### src/bvs_top_note_unused.sv
`timescale 1ns/10ps

### src/bvs_pkg.sv
package bvs_pkg;

    // Clock and memory slot timing
    localparam int CLK_PERIOD_NS = 50;
    localparam int SLOT_NS = 250;
    localparam int SLOT_CYC_INT = (SLOT_NS + CLK_PERIOD_NS - 1) / CLK_PERIOD_NS;
    localparam logic [2:0] SLOT_CYC = 3'(SLOT_CYC_INT);

    // Register byte offsets within the slave window
    localparam logic [7:0] ADR_BASE_HI = 8'h00;
    localparam logic [7:0] ADR_BASE_MID = 8'h04;
    localparam logic [7:0] ADR_BASE_LO = 8'h08;
    localparam logic [7:0] ADR_COUNTER = 8'h0C;
    localparam logic [7:0] ADR_MODE = 8'h10;
    localparam logic [7:0] ADR_RATE = 8'h14;
    localparam logic [7:0] ADR_HSCROLL = 8'h18;
    localparam logic [7:0] ADR_LINE_WIDTH = 8'h1C;
    localparam logic [7:0] ADR_STATUS = 8'h20;
    localparam logic [1:0] PAL_WINDOW = 2'h1;

    // Palette entry layout: red 11:8, green 7:4, blue 3:0
    localparam int PAL_ENTRIES = 16;
    localparam int PAL_RED_LSB = 8;
    localparam int PAL_GREEN_LSB = 4;
    localparam int PAL_BLUE_LSB = 0;
    localparam int PAL_INVERT_BIT = 0;
    localparam int STAT_VLINE_LSB = 16;

    // Resolution and refresh codes
    localparam logic [1:0] MODE_LOW = 2'h0;
    localparam logic [1:0] MODE_MED = 2'h1;
    localparam logic [1:0] MODE_MONO = 2'h2;
    localparam logic [1:0] RATE_50 = 2'h0;
    localparam logic [1:0] RATE_60 = 2'h1;
    localparam logic [1:0] RATE_71 = 2'h2;

    // Words per group, cycles per pixel less one, groups per line
    localparam logic [2:0] WPG_LOW = 3'h4;
    localparam logic [2:0] WPG_MED = 3'h2;
    localparam logic [2:0] WPG_MONO = 3'h1;
    localparam logic [1:0] DIV_LOW = 2'h3;
    localparam logic [1:0] DIV_MED = 2'h1;
    localparam logic [1:0] DIV_MONO = 2'h0;
    localparam logic [5:0] GROUPS_LOW = 6'h14;
    localparam logic [5:0] GROUPS_WIDE = 6'h28;

    // Horizontal timing in clock cycles
    localparam logic [10:0] H_TOTAL_50 = 11'h640;
    localparam logic [10:0] H_TOTAL_60 = 11'h636;
    localparam logic [10:0] H_TOTAL_71 = 11'h2B9;
    localparam logic [10:0] H_DE_START = 11'h030;
    localparam logic [10:0] H_SYNC_LEN = 11'h018;
    localparam logic [10:0] ACT_CYC_COLOUR = 11'h500;
    localparam logic [10:0] ACT_CYC_MONO = 11'h280;

    // Vertical timing in lines
    localparam logic [8:0] V_TOTAL_50 = 9'h0FA;
    localparam logic [8:0] V_TOTAL_60 = 9'h0D2;
    localparam logic [8:0] V_TOTAL_71 = 9'h194;
    localparam logic [8:0] V_START_50 = 9'h01E;
    localparam logic [8:0] V_START_60 = 9'h006;
    localparam logic [8:0] V_START_71 = 9'h002;
    localparam logic [8:0] V_SYNC_LINES = 9'h002;
    localparam logic [8:0] V_LINES_COLOUR = 9'h0C8;
    localparam logic [8:0] V_LINES_MONO = 9'h190;

    // Register slave sequencing
    typedef enum logic [1:0] {
        BVS_BUS_IDLE = 2'b01,
        BVS_BUS_RDWAIT = 2'b10
    } bvs_bus_e;

endpackage

### src/bvs_stream_if.sv
`timescale 1ns/10ps
interface bvs_stream_if #(parameter int W = 16) ();
    logic valid;
    logic ready;
    logic [W-1:0] data;
    modport source (output valid, output data, input ready);
    modport sink (input valid, input data, output ready);
endinterface

### src/bvs_shifter.sv
`timescale 1ns/10ps
// Function
// - Sixteen palette entries, each twelve bits: four red, green, blue.
// - Low resolution indexes all sixteen entries; medium only four.
// - Monochrome uses only entry zero bit zero, selecting inverse video.
// - Each colour drives four on/off lines encoding its level.
// - Monochrome bypasses palette and drives its own output.
// - One, two or four planes word-interleaved, starting at even address.
// - Frame start copies high, middle, low base into address counter.
// - Address counter advances for each display word read.
// - Memory side delivers 16-bit words; shifter serialises them.
// - Monochrome: each word bit is one pixel, on or off.
// - Four planes: same bit of four words forms index, bit zero first.
// - Scroll 0-15 picks first shown pixel; each step shifts left.
// - Line end adds extra line width words to fetch address.
// - Generate blanking, display enable, vertical and horizontal sync.
// - Software register selects 50, 60 or 71 Hz timing.
// - Fixed 250 ns slots alternate video and processor, video first.
module bvs_shifter (
    // Clock, reset, enable
    input wire logic MCLK_I,
    input wire logic SYS_RST_I,
    input wire logic CE_I,
    // AHB-Lite register slave
    input wire logic HSEL_I,
    input wire logic [31:0] HADDR_I,
    input wire logic [1:0] HTRANS_I,
    input wire logic HWRITE_I,
    input wire logic [2:0] HSIZE_I,
    input wire logic [31:0] HWDATA_I,
    input wire logic HREADY_I,
    output logic [31:0] HRDATA_O,
    output logic HREADYOUT_O,
    output logic HRESP_O,
    // Display word fetch
    output logic MEM_REQ_O,
    output logic [23:0] MEM_ADDR_O,
    output logic VIDEO_SLOT_O,
    input wire logic MEM_VALID_I,
    input wire logic [15:0] MEM_DATA_I,
    output logic MEM_READY_O,
    // Video outputs
    output logic [3:0] RED_O,
    output logic [3:0] GREEN_O,
    output logic [3:0] BLUE_O,
    output logic MONO_O,
    output logic BLANK_O,
    output logic DISPLAY_ENABLE_OUT_O,
    output logic HSYNC_N_O,
    output logic VSYNC_N_O
);
    import bvs_pkg::*;

    typedef struct packed {
        bvs_bus_e bus_st;
        logic ph_we;
        logic [7:0] ph_addr;
        logic [31:0] hrdata;
        logic [7:0] base_hi;
        logic [7:0] base_mid;
        logic [7:0] base_lo;
        logic [1:0] mode_sh;
        logic [1:0] rate;
        logic [3:0] hscroll;
        logic [7:0] line_width;
        logic [15:0][11:0] pal_sh;
        logic [15:0][11:0] pal;
        logic [1:0] mode;
        logic [3:0] scroll;
        logic [2:0] slot_cnt;
        logic vid_slot;
        logic [10:0] hcnt;
        logic [8:0] vcnt;
        logic [23:0] vaddr;
        logic [7:0] words_left;
        logic [3:0][15:0] gath;
        logic [2:0] gath_cnt;
        logic [3:0][15:0] plane;
        logic sh_valid;
        logic [3:0] idx;
        logic first_grp;
        logic [1:0] pdiv;
        logic [3:0] red;
        logic [3:0] green;
        logic [3:0] blue;
        logic mono;
        logic de;
        logic blank;
        logic hs_n;
        logic vs_n;
    } bvs_shifter_s;

    bvs_shifter_s r;
    bvs_shifter_s next_r;

    bvs_stream_if #(.W(16)) fill_if ();
    bvs_stream_if #(.W(16)) drain_if ();

    logic take;
    logic accept;
    logic v_act;
    logic de_area;
    logic tick;
    logic line_end;
    logic load;
    logic [3:0] pix;
    logic [10:0] de_end;

    // Per-mode and per-rate lookups
    function automatic logic [2:0] wpg(input logic [1:0] m);
        case (m)
            MODE_MED: wpg = WPG_MED;
            MODE_MONO: wpg = WPG_MONO;
            default: wpg = WPG_LOW;
        endcase
    endfunction

    function automatic logic [1:0] div_max(input logic [1:0] m);
        case (m)
            MODE_MED: div_max = DIV_MED;
            MODE_MONO: div_max = DIV_MONO;
            default: div_max = DIV_LOW;
        endcase
    endfunction

    function automatic logic [10:0] h_total(input logic [1:0] rt);
        case (rt)
            RATE_60: h_total = H_TOTAL_60;
            RATE_71: h_total = H_TOTAL_71;
            default: h_total = H_TOTAL_50;
        endcase
    endfunction

    function automatic logic [8:0] v_total(input logic [1:0] rt);
        case (rt)
            RATE_60: v_total = V_TOTAL_60;
            RATE_71: v_total = V_TOTAL_71;
            default: v_total = V_TOTAL_50;
        endcase
    endfunction

    function automatic logic [8:0] v_start(input logic [1:0] rt);
        case (rt)
            RATE_60: v_start = V_START_60;
            RATE_71: v_start = V_START_71;
            default: v_start = V_START_50;
        endcase
    endfunction

    // Words fetched per line, one extra group when scrolled
    function automatic logic [7:0] line_words(input logic [1:0] m,
                                              input logic [3:0] sc);
        logic [7:0] grp;
        grp = (m == MODE_LOW) ? 8'(GROUPS_LOW) : 8'(GROUPS_WIDE);
        grp = grp + 8'(sc != 4'h0);
        line_words = 8'(grp * 8'(wpg(m)));
    endfunction

    // Fetched words enter the buffer; back-pressure reaches memory side
    assign fill_if.valid = MEM_VALID_I;
    assign fill_if.data = MEM_DATA_I;
    assign MEM_READY_O = fill_if.ready;
    assign accept = MEM_VALID_I && fill_if.ready;
    assign drain_if.ready = (r.gath_cnt < wpg(r.mode));

    bvs_fifo #(.WIDTH(16), .DEPTH(4)) u_fifo (
        .clk_i(MCLK_I),
        .rst_i(SYS_RST_I),
        .ce_i(CE_I),
        .fill(fill_if.sink),
        .drain(drain_if.source)
    );

    // Bus take strobe, then window and strobe terms from the raster counters
    assign take = HSEL_I && HREADY_I && HTRANS_I[1];
    assign v_act = (r.vcnt >= v_start(r.rate)) &&
        (r.vcnt < v_start(r.rate) +
        ((r.mode == MODE_MONO) ? V_LINES_MONO : V_LINES_COLOUR));
    assign de_end = H_DE_START +
        ((r.mode == MODE_MONO) ? ACT_CYC_MONO : ACT_CYC_COLOUR);
    assign de_area = v_act && (r.hcnt >= H_DE_START) && (r.hcnt < de_end);
    assign tick = de_area && (r.pdiv == 2'h0);
    assign line_end = (r.hcnt == h_total(r.rate) - 11'h001);
    assign load = (r.gath_cnt == wpg(r.mode)) &&
        (!r.sh_valid || (tick && r.idx == 4'hF));

    // Palette index from the current bit of each plane
    always_comb begin
        pix = {r.plane[3][r.idx], r.plane[2][r.idx],
               r.plane[1][r.idx], r.plane[0][r.idx]};
        if (r.mode == MODE_MED) begin
            pix[3:2] = 2'h0;
        end
    end

    // Next-state logic for the whole block
    always_comb begin
        next_r = r;

        // Bus: writes land in the data phase, reads wait one cycle
        if (r.ph_we) begin
            case (r.ph_addr)
                ADR_BASE_HI: next_r.base_hi = HWDATA_I[7:0];
                ADR_BASE_MID: next_r.base_mid = HWDATA_I[7:0];
                ADR_BASE_LO: next_r.base_lo = {HWDATA_I[7:1], 1'b0};
                ADR_MODE: next_r.mode_sh = HWDATA_I[1:0];
                ADR_RATE: next_r.rate = HWDATA_I[1:0];
                ADR_HSCROLL: next_r.hscroll = HWDATA_I[3:0];
                ADR_LINE_WIDTH: next_r.line_width = HWDATA_I[7:0];
                default: begin
                    if (r.ph_addr[7:6] == PAL_WINDOW) begin
                        next_r.pal_sh[r.ph_addr[5:2]] = HWDATA_I[11:0];
                    end
                end
            endcase
        end
        next_r.ph_we = 1'b0;
        case (r.bus_st)
            BVS_BUS_RDWAIT: begin
                next_r.bus_st = BVS_BUS_IDLE;
                case (r.ph_addr)
                    ADR_BASE_HI: next_r.hrdata = 32'(r.base_hi);
                    ADR_BASE_MID: next_r.hrdata = 32'(r.base_mid);
                    ADR_BASE_LO: next_r.hrdata = 32'(r.base_lo);
                    ADR_COUNTER: next_r.hrdata = 32'(r.vaddr);
                    ADR_MODE: next_r.hrdata = 32'(r.mode_sh);
                    ADR_RATE: next_r.hrdata = 32'(r.rate);
                    ADR_HSCROLL: next_r.hrdata = 32'(r.hscroll);
                    ADR_LINE_WIDTH: next_r.hrdata = 32'(r.line_width);
                    ADR_STATUS: begin
                        next_r.hrdata = 32'h0000_0000;
                        next_r.hrdata[STAT_VLINE_LSB +: 9] = r.vcnt;
                        next_r.hrdata[2:0] = {r.vid_slot, !v_act, r.de};
                    end
                    default: begin
                        next_r.hrdata = 32'h0000_0000;
                        if (r.ph_addr[7:6] == PAL_WINDOW) begin
                            next_r.hrdata = 32'(r.pal_sh[r.ph_addr[5:2]]);
                        end
                    end
                endcase
            end
            default: begin
                next_r.bus_st = BVS_BUS_IDLE;
                if (take) begin
                    next_r.ph_addr = HADDR_I[7:0];
                    next_r.ph_we = HWRITE_I;
                    if (!HWRITE_I) begin
                        next_r.bus_st = BVS_BUS_RDWAIT;
                    end
                end
            end
        endcase

        // Memory slots alternate, video slot first
        if (r.slot_cnt == SLOT_CYC - 3'h1) begin
            next_r.slot_cnt = 3'h0;
            next_r.vid_slot = !r.vid_slot;
        end else begin
            next_r.slot_cnt = r.slot_cnt + 3'h1;
        end

        // Raster counters
        if (line_end) begin
            next_r.hcnt = 11'h000;
            if (r.vcnt == v_total(r.rate) - 9'h001) begin
                next_r.vcnt = 9'h000;
            end else begin
                next_r.vcnt = r.vcnt + 9'h001;
            end
        end else begin
            next_r.hcnt = r.hcnt + 11'h001;
        end

        // Address counter: one word per accepted fetch, skip at line end
        if (accept) begin
            next_r.vaddr = r.vaddr + 24'h00_0002;
            if (r.words_left != 8'h00) begin
                next_r.words_left = r.words_left - 8'h01;
            end
        end
        if (line_end && v_act) begin
            next_r.vaddr = next_r.vaddr + {15'h0, r.line_width, 1'b0};
        end

        // Line start: arm fetch count, latch scroll, drop stale pixels
        if (r.hcnt == 11'h000 && v_act) begin
            next_r.words_left = line_words(r.mode, r.hscroll);
            next_r.scroll = r.hscroll;
            next_r.first_grp = 1'b1;
            next_r.sh_valid = 1'b0;
            next_r.gath_cnt = 3'h0;
        end

        // Frame start reloads counter from base and takes new mode
        if (r.hcnt == 11'h000 && r.vcnt == 9'h000) begin
            next_r.vaddr = {r.base_hi, r.base_mid, r.base_lo};
            next_r.mode = r.mode_sh;
            next_r.words_left = 8'h00;
        end

        // Gather one group of plane words from the buffer
        if (drain_if.valid && drain_if.ready) begin
            next_r.gath[r.gath_cnt[1:0]] = drain_if.data;
            next_r.gath_cnt = r.gath_cnt + 3'h1;
        end

        // Pixel divider restarts at each line's display window
        if (!de_area) begin
            next_r.pdiv = 2'h0;
        end else if (r.pdiv == div_max(r.mode)) begin
            next_r.pdiv = 2'h0;
        end else begin
            next_r.pdiv = r.pdiv + 2'h1;
        end

        // Serialise bits, lowest first
        if (tick && r.sh_valid) begin
            next_r.idx = r.idx + 4'h1;
            if (r.idx == 4'hF) begin
                next_r.sh_valid = 1'b0;
            end
            if (r.mode == MODE_MONO) begin
                next_r.mono = r.plane[0][r.idx] ^
                    r.pal[0][PAL_INVERT_BIT];
                next_r.red = 4'h0;
                next_r.green = 4'h0;
                next_r.blue = 4'h0;
            end else begin
                next_r.mono = 1'b0;
                next_r.red = r.pal[pix][PAL_RED_LSB +: 4];
                next_r.green = r.pal[pix][PAL_GREEN_LSB +: 4];
                next_r.blue = r.pal[pix][PAL_BLUE_LSB +: 4];
            end
        end else if (!de_area) begin
            next_r.mono = 1'b0;
            next_r.red = 4'h0;
            next_r.green = 4'h0;
            next_r.blue = 4'h0;
        end

        // Move a full group into the shifter, first one scrolled
        if (load && !(r.hcnt == 11'h000 && v_act)) begin
            next_r.plane = r.gath;
            next_r.gath_cnt = 3'h0;
            next_r.sh_valid = 1'b1;
            next_r.first_grp = 1'b0;
            next_r.idx = r.first_grp ? r.scroll : 4'h0;
        end

        // Palette copy only between pixels
        if (tick || !de_area) begin
            next_r.pal = r.pal_sh;
        end

        // Sync, blank and display enable
        next_r.de = de_area;
        next_r.blank = !de_area;
        next_r.hs_n = !(r.hcnt < H_SYNC_LEN);
        next_r.vs_n = !(r.vcnt < V_SYNC_LINES);
    end

    // State register
    always_ff @(posedge MCLK_I) begin
        if (SYS_RST_I) begin
            r <= '0;
            r.bus_st <= BVS_BUS_IDLE;
            r.vid_slot <= 1'b1;
            r.blank <= 1'b1;
            r.hs_n <= 1'b1;
            r.vs_n <= 1'b1;
        end else if (CE_I) begin
            r <= next_r;
        end
    end

    // Output drive
    assign HRDATA_O = r.hrdata;
    assign HREADYOUT_O = (r.bus_st != BVS_BUS_RDWAIT);
    assign HRESP_O = 1'b0;
    assign MEM_REQ_O = r.vid_slot && (r.words_left != 8'h00);
    assign MEM_ADDR_O = r.vaddr;
    assign VIDEO_SLOT_O = r.vid_slot;
    assign RED_O = r.red;
    assign GREEN_O = r.green;
    assign BLUE_O = r.blue;
    assign MONO_O = r.mono;
    assign BLANK_O = r.blank;
    assign DISPLAY_ENABLE_OUT_O = r.de;
    assign HSYNC_N_O = r.hs_n;
    assign VSYNC_N_O = r.vs_n;

endmodule

### src/bvs_fifo.sv
`timescale 1ns/10ps
module bvs_fifo #(
    parameter int WIDTH = 16,
    parameter int DEPTH = 4
) (
    // Clock, reset, enable
    input wire logic clk_i,
    input wire logic rst_i,
    input wire logic ce_i,
    // Stream ports
    bvs_stream_if.sink fill,
    bvs_stream_if.source drain
);
    localparam int CW = $clog2(DEPTH + 1);

    typedef struct packed {
        logic [DEPTH-1:0][WIDTH-1:0] slot;
        logic [CW-1:0] cnt;
    } bvs_fifo_s;

    bvs_fifo_s r;
    bvs_fifo_s next_r;
    logic push;
    logic pop;

    // Handshakes from the registered count; head word is a register
    assign fill.ready = (r.cnt != CW'(DEPTH));
    assign drain.valid = (r.cnt != '0);
    assign drain.data = r.slot[0];
    assign push = fill.valid && fill.ready;
    assign pop = drain.valid && drain.ready;

    // Shift down on pop, write behind the last live entry on push
    always_comb begin
        next_r = r;
        if (pop) begin
            for (int i = 0; i < DEPTH - 1; i++) begin
                next_r.slot[i] = r.slot[i+1];
            end
        end
        if (push) begin
            next_r.slot[r.cnt - CW'(pop)] = fill.data;
        end
        next_r.cnt = r.cnt + CW'(push) - CW'(pop);
    end

    // State register
    always_ff @(posedge clk_i) begin
        if (rst_i) begin
            r <= '0;
        end else if (ce_i) begin
            r <= next_r;
        end
    end

endmodule

### config.mk
export PLATFORM = sky130hd
export DESIGN_NAME = bvs_shifter
export DESIGN_NICKNAME = d
export VERILOG_FILES = /design/src/bvs_top_note_unused.sv /design/src/bvs_pkg.sv /design/src/bvs_stream_if.sv /design/src/bvs_shifter.sv /design/src/bvs_fifo.sv
export SDC_FILE = /design/constraint.sdc
export NUM_CORES = 2
export LEC_CHECK = 0
export BUFFER_PORTS_ARGS = -buffer_cell sky130_fd_sc_hd__clkbuf_2
export CELL_PAD_IN_SITES_DETAIL_PLACEMENT = 1
export CELL_PAD_IN_SITES_GLOBAL_PLACEMENT = 1
export CORE_MARGIN = 2
export CORE_UTILIZATION = 46
export CTS_CLUSTER_DIAMETER = 200
export DETAILED_ROUTE_END_ITERATION = 12
export PLACE_DENSITY = 0.85
export SLEW_MARGIN = 30
export SYNTH_ARGS = -nofsm -noshare
export SYNTH_HDL_FRONTEND = slang
export SYNTH_SLANG_ARGS = --single-unit
export TNS_END_PERCENT = 5
### constraint.sdc
create_clock -name MCLK_I -period 5.24 [get_ports MCLK_I]
set_clock_uncertainty 0.1 [all_clocks]
set_input_delay 0.524 -clock MCLK_I [delete_from_list [all_inputs] [get_ports MCLK_I]]
set_output_delay 0.524 -clock MCLK_I [all_outputs]
set_load 0.02 [all_outputs]
==> out/metrics.csv <==
metric,value,unit
max cap viols,0,
#FFs+latches synth,743,
die width,277,um
Finished Cell Area,37900,sq um
CP endpoint,u_fifo.r[46]$_SDFFE_PP0P_,
grt ovf,0,
Worst EP arrival,5.12,ns
critical path type,reg -> reg,
Fillers,8986,
Cell Rows,100,
share of the synthesized area in the top cell type,43.3,%
prevailing post-synth register cell,dfxtp_1,
I/O pins,170,
Pwr Density,369,nW/um^2
YS warnings,0,
GPL Wtd Cong,0.855,
Critical path origin,r[216]$_SDFFE_PP0P_,
H-tree depth,3,
"Distinct cells, synth",78,
CORE AREA,74200,sq um
clock slew at reported path FFs,0.06,ns
Worst Path Required,5.73,ns
final core occ,51.0,%
RSZ-0062 raised after global routing,no,
Leakage Power,13.1,nW
"most common cell after layout, fill and taps aside",nand2_1,
minimum hold slack,0.0219,ns
Synth Area per Inst,7.97,sq um
final period utilization,88.4,%
number of synthesized flops with an enable pin,0,
largest net degree at the start of global routing,208,
via count,31100,
DP Area,35100,sq um
startpoint types,register,
post-synthesis instance total,4312,
Clock Latency Late Sink,0.65,ns
critical path capture point type,register,
Seq. cell area,14900,sq um
GRT Util Overall,29.1,%
wire per inst,22.1,um
setup TNS,0,ns
CTS Sinks,743,
via-per-instance ratio,5.97,
first-pass GRT wire length,179,mm
"Slew Viols, Final",0,
DRC,0,
CTS root buf,clkbuf_16,
worst hold path class,in -> reg,
post-DP HPWL,73.6,mm
top cells by area in the synthesized netlist,"dfxtp_1, nand2_1, a21oi_1",
DRT iter0 DRCs,2492,
CTS max path bufs,3,
worst r2r src,r[216]$_SDFFE_PP0P_,
Final Hold Vio Count,0,
Port Buffers,112,
peak supply drop,322,uV
CP Max Fanout,17,
post-CTS sizing,0,
r2r setup slk,0.61,ns
number of cells on the worst reg-to-reg path,15,
Achievable Freq,216,MHz
number of detailed-route iterations in the first pass,5,
layout cells sized above 1,10.3,%
Worst-Margin Slew,1.06,ns
vias in the first global route,31600,
Synth area leader,dfxtp_1,
r2r endpoint,u_fifo.r[46]$_SDFFE_PP0P_,
# nets final,4333,
mapped cell area,34400,sq um
die height,277,um
total power,14.0,mW
Post-synth ARST share,0,%
area grow syn2layout,10.2,%
slew margin rel.,29.2,%
TritonCTS clock tree,built,
Routed Antenna Nets,0,
total wire length,115,mm
initial antenna violation count,3,
area of the multi-input gates,17600,sq um
Starting Density,46.3,%
Final Setup Violations,0,
crit path time final,4.63,ns
DIE AREA,76900,sq um
status,"complete, no violations",
TritonCTS Buffers,81,
"Seq/Total Area, Yosys",43.3,%
most frequent cells in the layout,"nand2_1, dfxtp_1, a21oi_1",
routing by layer:
metal	global-route usage, %	wire, um	up-vias
met2	48.8	54900	939
met4	14.6	5810	2
li1	-	-	14300
met5	0	13	-
met1	36.4	48000	15600
met3	4.42	6390	311
cell type report:
cell class,instances,share of cell area [%]
tap,969,3.20
clock buffer,119,6.18
multi-input combinational,3124,46.4
inverter,44,0.436
antenna,1,0.00661
clock inverter,25,0.988
timing repair buffer,190,3.50
sequential,743,39.3
worst max-delay path, stage by stage (launching register included):
cell and delay (ns):
dfxtp_1 0.43, inv_1 0.14, ha_1 0.44, ha_1 0.29, nor2b_1 0.11, o21ai_0 0.10
nand2_1 0.11, clkinv_1 0.27, ha_1 0.35, ha_1 0.22, xnor2_1 0.19, and3_1 0.22
nand3_1 0.57, a21oi_2 0.74, o21ai_0 0.18, nor2_1 0.10
synth_stat cells (all sizes together) (26+ instances only):
cell    number
nand2     1204
o21ai      137
a31oi       27
nand4       26
buf        148
clkbuf     261
mux4        83
nor3        87
ha          54
nor2       311
inv         43
mux2i      126
xnor2       38
dfxtp      743
a21oi      579
nand3      100
xor2        35
and2        28
a211oi      34
where the power goes:
group          internal [mW]  switching, mW  leakage, nW
clock                   3.42           2.47         1.33
combinational          0.628           1.30         5.80
sequential              5.88          0.273         6.00
per-stage QoR:
step | setup slack, ns | std cells
3_3_place_gp | 0.715 | 5068
5_1_grt | 0.100 | 5215
6_report | 0.606 | 5215
3_5_place_dp | 0.456 | 5068
2_1_floorplan | 1.25 | 4320
4_1_cts | 0.337 | 5214
sequential cells by signal (all words and copies together), names as in the netlist, 4 cells and up:
name	flops
RED_O	4
BLUE_O	4
HRDATA_O	25
u_fifo.drain.data	16
r	610
u_fifo.r	51
MEM_ADDR_O	23
GREEN_O	4
repair_timing:
action,in CTS,in global routing
hold buffers,2,0
buffers inserted,0,0
hold endpoints to repair,2,0
setup endpoints to repair,0,0
worst min-delay path by stage:
stage	from	endpoint	slack, ns	cells after the start
2_1_floorplan	r[279]$_SDFFE_PP0P_	r[279]$_SDFFE_PP0P_	0.33	2
4_1_cts	HADDR_I[4]	r[678]$_SDFFE_PP0P_	0.0005	3
3_3_place_gp	r[118]$_SDFFE_PP0P_	r[51]$_SDFFE_PP0P_	0.34	2
5_1_grt	HADDR_I[4]	r[678]$_SDFFE_PP0P_	0.03	3
6_report	HADDR_I[5]	r[679]$_SDFFE_PP0P_	0.02	3
3_5_place_dp	r[104]$_SDFFE_PP0P_	r[37]$_SDFFE_PP0P_	0.34	2
kinds of logic (layout without fill, tap and decap cells):
kind of cell | Yosys count | after routing | synth area share, %
other | 1 | 10 | 0.0109
buffers and inverters | 453 | 378 | 6.09
AND/OR/NAND/NOR | 1862 | 1862 | 22.4
AO/OA/AOI/OAI | 912 | 912 | 15.1
XOR/XNOR | 73 | 73 | 1.86
multiplexers | 211 | 211 | 9.17
flip-flops | 743 | 743 | 43.3
adder cells (fa/ha/maj) | 57 | 57 | 2.14
(Power assumes the default switching activity.)
